File: src/irq_gate_defines.svh
// Register offsets, field positions, reset values and bus answers of the interrupt gating block.
// Assumes it is included by bare name from files that need these constants.
`ifndef IRQ_GATE_DEFINES_SVH
`define IRQ_GATE_DEFINES_SVH

`define REG_SER0_CFG 8'h00
`define REG_SER1_CFG 8'h04
`define REG_SER_SEL 8'h08
`define REG_PAR_CTL 8'h0c
`define REG_PAR_CONF 8'h10
`define REG_PAR_SEL 8'h14
`define REG_PAR_MODE 8'h18
`define REG_FDC_MODE 8'h1c
`define REG_FDC_DIGOUT 8'h20
`define REG_STATUS 8'h24

`define SER_MASK_HI 3
`define SER_GATE_BIT 4
`define SER_DESIG_HI 6
`define SER_DESIG_LO 5
`define SER_SEL_EN_BIT 0
`define SER_SEL_CH0_BIT 2
`define SER_SEL_CH1_BIT 6
`define PAR_CTL_IRQ_BIT 4
`define PAR_CONF_BIDIR_BIT 6
`define PAR_SEL_EN_BIT 4
`define PAR_SEL_LINE_BIT 5
`define PAR_MODE_ADDR_BIT 0
`define PAR_MODE_ECP_BIT 1
`define PAR_MODE_DFLT_A_BIT 2
`define FDC_MODE_HI 1
`define DIGOUT_GATE_BIT 3

`define REG_RESET 8'h00
`define RESP_OKAY 2'b00
`define RESP_SLVERR 2'b10

`endif

File: src/irq_gate_pkg.sv
// Types shared by the interrupt gating block.
// Assumes no other package; users write irq_gate_pkg::name.
package irq_gate_pkg;

    typedef enum logic [1:0] {
        DESIG_FIRST = 2'b00,
        DESIG_SECOND = 2'b01,
        DESIG_THIRD = 2'b10,
        DESIG_FOURTH = 2'b11
    } ser_desig_t;

    typedef enum logic [1:0] {
        HOST_COMPAT_A = 2'b00,
        HOST_COMPAT_B = 2'b01,
        HOST_NATIVE = 2'b10
    } host_mode_t;

    typedef struct packed {
        logic [7:0] ser_cfg0;
        logic [7:0] ser_cfg1;
        logic [7:0] ser_sel;
        logic [7:0] par_ctl;
        logic [7:0] par_conf;
        logic [7:0] par_sel;
        logic [7:0] par_mode;
        logic [7:0] fdc_mode;
        logic [7:0] fdc_digout;
        logic aw_have;
        logic [7:0] aw_addr;
        logic w_have;
        logic [7:0] w_data;
        logic w_en;
        logic awready;
        logic wready;
        logic bvalid;
        logic [1:0] bresp;
        logic arready;
        logic rvalid;
        logic [1:0] rresp;
        logic [9:0] rdata;
        logic ser_a;
        logic ser_a_oe;
        logic ser_b;
        logic ser_b_oe;
        logic par_a;
        logic par_a_oe;
        logic par_b;
        logic par_b_oe;
        logic par_a_in;
        logic par_b_in;
        logic bidir;
        logic fdc;
        logic kbd;
        logic ptr;
    } top_state_t;

endpackage

File: src/req_route_if.sv
// Routed request terms from one gating unit to the output stage.
// Assumes one producer and one consumer in the same clock domain.
`timescale 1ns/1ns
`default_nettype none
interface req_route_if;
    logic a_req;
    logic a_oe;
    logic b_req;
    logic b_oe;
    logic bidir;
    modport src (output a_req, output a_oe, output b_req, output b_oe, output bidir);
    modport dst (input a_req, input a_oe, input b_req, input b_oe, input bidir);
endinterface // req_route_if
`default_nettype wire

File: src/irq_output_gating.sv
// Interrupt request output gating for serial, parallel and floppy sources, keyboard and pointer requests passed through ungated,
// with its configuration reached over an AXI4-Lite slave.
// Assumes all inputs are synchronous to mclk_i and sys_rst_i is the master reset.
`include "irq_gate_defines.svh"
`timescale 1ns/1ns
`default_nettype none
module irq_output_gating (
    input wire logic mclk_i,
    input wire logic sys_rst_i,
    input wire logic s_axi_awvalid_i,
    output logic s_axi_awready_o,
    input wire logic [7:0] s_axi_awaddr_i,
    input wire logic s_axi_wvalid_i,
    output logic s_axi_wready_o,
    input wire logic [31:0] s_axi_wdata_i,
    input wire logic [3:0] s_axi_wstrb_i,
    output logic s_axi_bvalid_o,
    input wire logic s_axi_bready_i,
    output logic [1:0] s_axi_bresp_o,
    input wire logic s_axi_arvalid_i,
    output logic s_axi_arready_o,
    input wire logic [7:0] s_axi_araddr_i,
    output logic s_axi_rvalid_o,
    input wire logic s_axi_rready_i,
    output logic [31:0] s_axi_rdata_o,
    output logic [1:0] s_axi_rresp_o,
    input wire logic [3:0] ser0_flags_i,
    input wire logic [3:0] ser1_flags_i,
    input wire logic printer_ack_i,
    input wire logic fdc_exec_done_i,
    input wire logic fdc_nondma_ready_i,
    input wire logic kbd_port2_bit4_i,
    input wire logic kbd_port2_bit5_i,
    output logic serial_request_line_a_o,
    output logic serial_request_line_a_oe_o,
    output logic serial_request_line_b_o,
    output logic serial_request_line_b_oe_o,
    output logic parallel_request_line_a_o,
    output logic parallel_request_line_a_oe_o,
    input wire logic parallel_request_line_a_i,
    output logic parallel_request_line_b_o,
    output logic parallel_request_line_b_oe_o,
    input wire logic parallel_request_line_b_i,
    output logic floppy_request_out_o,
    output logic keyboard_request_out_o,
    output logic pointer_request_out_o
);
    irq_gate_pkg::top_state_t st_q;
    irq_gate_pkg::top_state_t st_d;
    logic fdc_src;
    logic fdc_gate;

    req_route_if ser0_route ();
    req_route_if ser1_route ();
    req_route_if par_route ();

    serial_chan_gate u_ser0 (
        .mask_i(st_q.ser_cfg0[`SER_MASK_HI:0]),
        .flags_i(ser0_flags_i),
        .gate_i(st_q.ser_cfg0[`SER_GATE_BIT]),
        .desig_i(irq_gate_pkg::ser_desig_t'(st_q.ser_cfg0[`SER_DESIG_HI:`SER_DESIG_LO])),
        .sel_en_i(st_q.ser_sel[`SER_SEL_EN_BIT]),
        .sel_line_a_i(st_q.ser_sel[`SER_SEL_CH0_BIT]),
        .route(ser0_route)
    );

    serial_chan_gate u_ser1 (
        .mask_i(st_q.ser_cfg1[`SER_MASK_HI:0]),
        .flags_i(ser1_flags_i),
        .gate_i(st_q.ser_cfg1[`SER_GATE_BIT]),
        .desig_i(irq_gate_pkg::ser_desig_t'(st_q.ser_cfg1[`SER_DESIG_HI:`SER_DESIG_LO])),
        .sel_en_i(st_q.ser_sel[`SER_SEL_EN_BIT]),
        .sel_line_a_i(st_q.ser_sel[`SER_SEL_CH1_BIT]),
        .route(ser1_route)
    );

    parallel_gate u_par (
        .ctl_irq_en_i(st_q.par_ctl[`PAR_CTL_IRQ_BIT]),
        .addr_ok_i(st_q.par_mode[`PAR_MODE_ADDR_BIT]),
        .ecp_en_i(st_q.par_mode[`PAR_MODE_ECP_BIT]),
        .conf_bidir_i(st_q.par_conf[`PAR_CONF_BIDIR_BIT]),
        .sel_en_i(st_q.par_sel[`PAR_SEL_EN_BIT]),
        .sel_line_b_i(st_q.par_sel[`PAR_SEL_LINE_BIT]),
        .dflt_line_a_i(st_q.par_mode[`PAR_MODE_DFLT_A_BIT]),
        .ack_i(printer_ack_i),
        .route(par_route)
    );

    always_comb begin
        fdc_src = fdc_exec_done_i | fdc_nondma_ready_i;
        // Native mode ignores the gate bit; the illegal mode code keeps the gate.
        if (st_q.fdc_mode[`FDC_MODE_HI:0] == irq_gate_pkg::HOST_NATIVE) begin
            fdc_gate = 1'b1;
        end else begin
            fdc_gate = st_q.fdc_digout[`DIGOUT_GATE_BIT];
        end
    end

    always_comb begin
        st_d = st_q;
        // Address and data may arrive in either order; each is held until both are in.
        if (s_axi_awvalid_i && st_q.awready) begin
            st_d.aw_have = 1'b1;
            st_d.aw_addr = s_axi_awaddr_i;
        end
        if (s_axi_wvalid_i && st_q.wready) begin
            st_d.w_have = 1'b1;
            st_d.w_data = s_axi_wdata_i[7:0];
            st_d.w_en = s_axi_wstrb_i[0];
        end
        if (st_q.aw_have && st_q.w_have && !st_q.bvalid) begin
            st_d.aw_have = 1'b0;
            st_d.w_have = 1'b0;
            st_d.bvalid = 1'b1;
            st_d.bresp = `RESP_OKAY;
            unique case (st_q.aw_addr)
                `REG_SER0_CFG: if (st_q.w_en) st_d.ser_cfg0 = st_q.w_data;
                `REG_SER1_CFG: if (st_q.w_en) st_d.ser_cfg1 = st_q.w_data;
                `REG_SER_SEL: if (st_q.w_en) st_d.ser_sel = st_q.w_data;
                `REG_PAR_CTL: if (st_q.w_en) st_d.par_ctl = st_q.w_data;
                `REG_PAR_CONF: if (st_q.w_en) st_d.par_conf = st_q.w_data;
                `REG_PAR_SEL: if (st_q.w_en) st_d.par_sel = st_q.w_data;
                `REG_PAR_MODE: if (st_q.w_en) st_d.par_mode = st_q.w_data;
                `REG_FDC_MODE: if (st_q.w_en) st_d.fdc_mode = st_q.w_data;
                `REG_FDC_DIGOUT: if (st_q.w_en) st_d.fdc_digout = st_q.w_data;
                `REG_STATUS: st_d.bresp = `RESP_OKAY;
                default: st_d.bresp = `RESP_SLVERR;
            endcase
        end
        if (st_q.bvalid && s_axi_bready_i) begin
            st_d.bvalid = 1'b0;
        end
        st_d.awready = !st_d.aw_have && !st_d.bvalid;
        st_d.wready = !st_d.w_have && !st_d.bvalid;

        if (s_axi_arvalid_i && st_q.arready) begin
            st_d.rvalid = 1'b1;
            st_d.rresp = `RESP_OKAY;
            unique case (s_axi_araddr_i)
                `REG_SER0_CFG: st_d.rdata = {2'b00, st_q.ser_cfg0};
                `REG_SER1_CFG: st_d.rdata = {2'b00, st_q.ser_cfg1};
                `REG_SER_SEL: st_d.rdata = {2'b00, st_q.ser_sel};
                `REG_PAR_CTL: st_d.rdata = {2'b00, st_q.par_ctl};
                `REG_PAR_CONF: st_d.rdata = {2'b00, st_q.par_conf};
                `REG_PAR_SEL: st_d.rdata = {2'b00, st_q.par_sel};
                `REG_PAR_MODE: st_d.rdata = {2'b00, st_q.par_mode};
                `REG_FDC_MODE: st_d.rdata = {2'b00, st_q.fdc_mode};
                `REG_FDC_DIGOUT: st_d.rdata = {2'b00, st_q.fdc_digout};
                `REG_STATUS: st_d.rdata = {st_q.bidir, st_q.par_b_in, st_q.par_a_in,
                                           st_q.ptr, st_q.kbd, st_q.fdc,
                                           st_q.par_b, st_q.par_a,
                                           st_q.ser_b, st_q.ser_a};
                default: begin
                    st_d.rdata = 10'h000;
                    st_d.rresp = `RESP_SLVERR;
                end
            endcase
        end
        if (st_q.rvalid && s_axi_rready_i) begin
            st_d.rvalid = 1'b0;
        end
        st_d.arready = !st_d.rvalid;

        // One register stage from raw source to pin keeps each output a flip-flop
        // while holding the latency to a single clock.
        st_d.ser_a = ser0_route.a_req | ser1_route.a_req;
        st_d.ser_a_oe = ser0_route.a_oe | ser1_route.a_oe;
        st_d.ser_b = ser0_route.b_req | ser1_route.b_req;
        st_d.ser_b_oe = ser0_route.b_oe | ser1_route.b_oe;
        st_d.par_a = par_route.a_req;
        st_d.par_a_oe = par_route.a_oe;
        st_d.par_b = par_route.b_req;
        st_d.par_b_oe = par_route.b_oe;
        st_d.bidir = par_route.bidir;
        // The pins are only read back while they are allowed to act as inputs.
        st_d.par_a_in = par_route.bidir & parallel_request_line_a_i;
        st_d.par_b_in = par_route.bidir & parallel_request_line_b_i;
        st_d.fdc = fdc_src & fdc_gate;
        st_d.kbd = kbd_port2_bit4_i;
        st_d.ptr = kbd_port2_bit5_i;
    end

    always_ff @(posedge mclk_i) begin
        if (sys_rst_i) begin
            st_q <= '0;
        end else begin
            st_q <= st_d;
        end
    end

    assign s_axi_awready_o = st_q.awready;
    assign s_axi_wready_o = st_q.wready;
    assign s_axi_bvalid_o = st_q.bvalid;
    assign s_axi_bresp_o = st_q.bresp;
    assign s_axi_arready_o = st_q.arready;
    assign s_axi_rvalid_o = st_q.rvalid;
    assign s_axi_rdata_o = {22'h000000, st_q.rdata};
    assign s_axi_rresp_o = st_q.rresp;
    assign serial_request_line_a_o = st_q.ser_a;
    assign serial_request_line_a_oe_o = st_q.ser_a_oe;
    assign serial_request_line_b_o = st_q.ser_b;
    assign serial_request_line_b_oe_o = st_q.ser_b_oe;
    assign parallel_request_line_a_o = st_q.par_a;
    assign parallel_request_line_a_oe_o = st_q.par_a_oe;
    assign parallel_request_line_b_o = st_q.par_b;
    assign parallel_request_line_b_oe_o = st_q.par_b_oe;
    assign floppy_request_out_o = st_q.fdc;
    assign keyboard_request_out_o = st_q.kbd;
    assign pointer_request_out_o = st_q.ptr;
endmodule // irq_output_gating
`default_nettype wire

File: src/serial_chan_gate.sv
// Combinational gating and line routing for one serial channel.
// Assumes its inputs come from registers or the flag pins and its result is registered by the caller.
`timescale 1ns/1ns
`default_nettype none
module serial_chan_gate (
    input wire logic [3:0] mask_i,
    input wire logic [3:0] flags_i,
    input wire logic gate_i,
    input wire irq_gate_pkg::ser_desig_t desig_i,
    input wire logic sel_en_i,
    input wire logic sel_line_a_i,
    req_route_if.src route
);
    logic use_a;
    logic pend;

    always_comb begin
        if (sel_en_i) begin
            use_a = sel_line_a_i;
        end else begin
            use_a = (desig_i == irq_gate_pkg::DESIG_SECOND) ||
                    (desig_i == irq_gate_pkg::DESIG_FOURTH);
        end
        pend = (|(mask_i & flags_i)) & gate_i;
        route.a_req = use_a & pend;
        route.b_req = ~use_a & pend;
        // A cleared gate floats the line instead of pulling it low.
        route.a_oe = use_a & gate_i;
        route.b_oe = ~use_a & gate_i;
        route.bidir = 1'b0;
    end
endmodule // serial_chan_gate
`default_nettype wire

File: src/parallel_gate.sv
// Combinational enable, line choice and two-way condition for the parallel port request.
// Assumes its inputs come from registers or the acknowledge pin and the caller registers the result.
`timescale 1ns/1ns
`default_nettype none
module parallel_gate (
    input wire logic ctl_irq_en_i,
    input wire logic addr_ok_i,
    input wire logic ecp_en_i,
    input wire logic conf_bidir_i,
    input wire logic sel_en_i,
    input wire logic sel_line_b_i,
    input wire logic dflt_line_a_i,
    input wire logic ack_i,
    req_route_if.src route
);
    logic use_a;
    logic en;

    always_comb begin
        use_a = sel_en_i ? ~sel_line_b_i : dflt_line_a_i;
        en = ctl_irq_en_i & addr_ok_i;
        route.a_req = use_a & en & ack_i;
        route.b_req = ~use_a & en & ack_i;
        route.a_oe = use_a & en;
        route.b_oe = ~use_a & en;
        route.bidir = ecp_en_i & en & conf_bidir_i;
    end
endmodule // parallel_gate
`default_nettype wire

File: config.mk
export PLATFORM = sky130hd
export DESIGN_NAME = irq_output_gating
export DESIGN_NICKNAME = d
export VERILOG_FILES = /design/src/irq_gate_pkg.sv /design/src/req_route_if.sv /design/src/irq_output_gating.sv /design/src/serial_chan_gate.sv /design/src/parallel_gate.sv
export VERILOG_INCLUDE_DIRS = /design/src
export SDC_FILE = /design/constraint.sdc
export NUM_CORES = 1
export LEC_CHECK = 0
export BUFFER_PORTS_ARGS = -buffer_cell sky130_fd_sc_hd__buf_2
export CAP_MARGIN = 25
export CORE_MARGIN = 2
export CORE_UTILIZATION = 55
export DETAILED_ROUTE_END_ITERATION = 7
export GPL_ROUTABILITY_DRIVEN = 0
export HOLD_SLACK_MARGIN = 0.06
export PLACE_DENSITY = 0.81
export SLEW_MARGIN = 30
export SYNTH_ARGS = -nofsm -noshare
export SYNTH_HDL_FRONTEND = slang
export SYNTH_SLANG_ARGS = --single-unit
File: constraint.sdc
create_clock -name mclk_i -period 4.39 [get_ports mclk_i]
set_clock_uncertainty 0.1 [all_clocks]
set_input_delay 0.2195 -clock mclk_i [delete_from_list [all_inputs] [get_ports mclk_i]]
set_output_delay 0.2195 -clock mclk_i [all_outputs]
set_load 0.05 [all_outputs]
==> metrics.txt <==
via count 4678; total chip power 0.00264 W; initial antenna violation count 0; design area 6540 sq um; DRC Markers 0; Port Buffer Count 74; CP delay by family, top simple AND/OR/NAND/NOR gates; Pre-antenna DRT Iters 6; core box area 9730 sq um; Root Driver clkbuf_8; critical path depth 5; PwrDens 403 nW/um^2; crit path time final ~2.5 ns; DP Area 5690 sq um; highest metal used met4; largest net degree at the start of global routing 62; outcome finished, final reports clean; Slowest cell on crit path and4_1; vias in the first global route 4505; Worst-Margin Slew 0.824 ns; Mapped Area between 5000 and 6000 sq um; Final Non-Filler Cells 821; Max Fclk between 0.4 and 0.5 GHz; crit path to st_q[78]; Leak 2.82 nW; GRT Overall Usage about 26%; H-tree depth 4; share of cells above drive strength 1 19.0%; Num CTS Buffers 17; filler instances 743; WL/cell 16.9 um; worst endpoint required time 4.67 ns; Biggest register st_q; Largest register FFs 94; VDD IR-drop max around 0.00021 V; Die Wd 104 um; Post-synth ARST share 0%; Syn Inst Count ~610; relative slew slack 44.9%; reg2reg setup slack 1.91 ns; initial core utilization 56.5%; Worst Hold Class input port to flip-flop; Buf/Inv on CP 0; worst setup path start st_q[51]; EDFF count, synth 0; Worst EP arrival 2.76 ns; RSZ-0062 raised after global routing no; row count 36; final setup TNS 0 ns; CP Class flip-flop to flip-flop; WL final 13900 um; CTS tree built; number of setup violations in the final report 0; Mean Syn Cell Area a little over 9 sq um; reg2reg path depth 5; Starting DRT DRC Count 300; Synth Register Bits 122; met2 WL 6560 um; M1 WL 5980 um; max cap viols 0; Die Y between 100 and 150 um; Ant. Diodes 0; maximum fanout along the worst path 13; Final #Nets 749; Largest stage delay, worst path 0.69 ns; Clock Path Buffers 2; Worst setup EP type flip-flop; startpoint types flip-flop; P&R area growth vs syn 19.0%; CP Cell Sequence and3b_1, and4b_1, and4_1, mux2i_1, nor2_1; Main synth FF type dfxtp_1; global route total overflow 0; IO Pins approximately 130; Yosys cell types 49; post-synthesis sequential area ratio 44.4%; met3 WL 955 um; antenna-violating nets left 0; fin crit share between 50% and 60%; clk_lat worst skew 0.52 ns; final count of hold timing violations 0; fin. max-slew vios 0; placed wire-length estimate 9160 um; clock tree sinks 122; r2r startpoint st_q[51]; reg2reg end st_q[78]; Clk pin slew, worst setup/hold paths 0.06 ns; DP Cell Count 760; Vias per Instance 5.70; global-route wire length before repair 22200 um; synthesis warning total 0; die area 10800 sq um
## how the worst min path moves through the flow
stage,to,depth (start not counted),from,slack (ns)
finish,st_q[47],4,s_axi_awvalid_i,0.08
global route,st_q[58],2,sys_rst_i,0.12
CTS,st_q[50],4,s_axi_awvalid_i,0.06
detailed placement,st_q[4],2,parallel_request_line_b_i,0.33
global placement,st_q[4],2,parallel_request_line_b_i,0.33
floorplan,st_q[4],1,parallel_request_line_b_i,0.24
## layer usage
layer  track usage [%]  vias to the layer above
li1                  -                     2199
met2              42.9                      215
met1              31.4                     2230
met4              10.2                        0
met3              6.58                       34
met5                 0                        -
## cells in the mapped netlist, drive strengths merged (5+ instances only)
| cell type | number | share of area, % |
|---|---|---|
| dfxtp | 122 | 44 |
| nor2 | 94 | 6.4 |
| mux2i | 86 | 16 |
| nand2 | 64 | 4.6 |
| buf | 48 | 6.0 |
| a21oi | 36 | 3.3 |
| clkbuf | 28 | 1.9 |
| a22oi | 14 | 1.9 |
| mux2 | 11 | 2.3 |
| nand3 | 10 | 0.91 |
| a211oi | 7 | 0.96 |
| nor3 | 7 | 0.84 |
| o21ai | 7 | 0.64 |
| nor2b | 6 | 0.68 |
| nand4 | 5 | 0.57 |
| o221ai | 5 | 0.80 |
## logic make-up (layout without fill, tap and decap cells)
group | count (synthesis) | after routing | synth area share (%)
AND/OR/NAND/NOR | 213 | 213 | 18.1
multiplexers | 97 | 97 | 17.9
other | 1 | 24 | 0.0682
AO/OA/AOI/OAI | 92 | 92 | 11.3
buffers and inverters | 80 | 140 | 8.19
flip-flops | 122 | 122 | 44.4
## area by class of cell
type / instances / area [sq um] / share of cell area [%]
Clock buffer: 17 / 414 / 6.33
Multi-Input combinational cell: 426 / 2690 / 41.1
Sequential cell: 122 / 2440 / 37.3
Tap cell: 133 / 166 / 2.54
Inverter: 4 / 15.0 / 0.230
Clock inverter: 15 / 141 / 2.16
Timing Repair Buffer: 104 / 671 / 10.3
## power by group
group / switching [W] / internal (W)
Sequential: 0.0000238 / 0.00112
Combinational: 0.000141 / 0.0000608
Clock: 0.000531 / 0.000759
Total: 0.000696 / 0.00194
## through the flow
stage / hold slack, ns / setup slack, ns / utilization [%]
finish: 0.0776 / 1.91 / 67.2
global route: 0.123 / 1.79 / 67.2
CTS: 0.0629 / 1.97 / 67.2
detailed placement: 0.333 / 2.00 / 58.5
global placement: 0.327 / 2.08 / 58.5
floorplan: 0.241 / 2.41 / -
## cells in the final DEF, fill, tap and decap left out, types with 4 or more instances in the layout
cell and instances:
clkinvlp_4 6, and2_1 4, nand3_1 10, inv_6 6, nand4_1 5, nand2_1 60
nor2b_1 6, conb_1 24, dlygate4sd3_1 29, nand2_2 4, a21oi_1 36, o21ai_0 7
a31oi_1 4, nor3_1 6, a211oi_1 7, dfxtp_1 122, a22oi_1 14, buf_2 73
clkbuf_16 16, inv_1 4, o221ai_1 5, mux2i_1 86, nor2_1 94, mux2_2 11
and4_1 4
## worst reg2reg max path: stages (launching register included)
cell and delay (ns):
dfxtp_1 0.37, and3b_1 0.29, and4b_1 0.55, and4_1 0.69
mux2i_1 0.29, nor2_1 0.06
## repair_timing
action | in CTS | in global routing
hold endpoints to repair | 32 | 0
resized for setup | 0 | 0
buffers inserted | 0 | 0
hold buffers | 29 | 0
(Power assumes the default switching activity.)
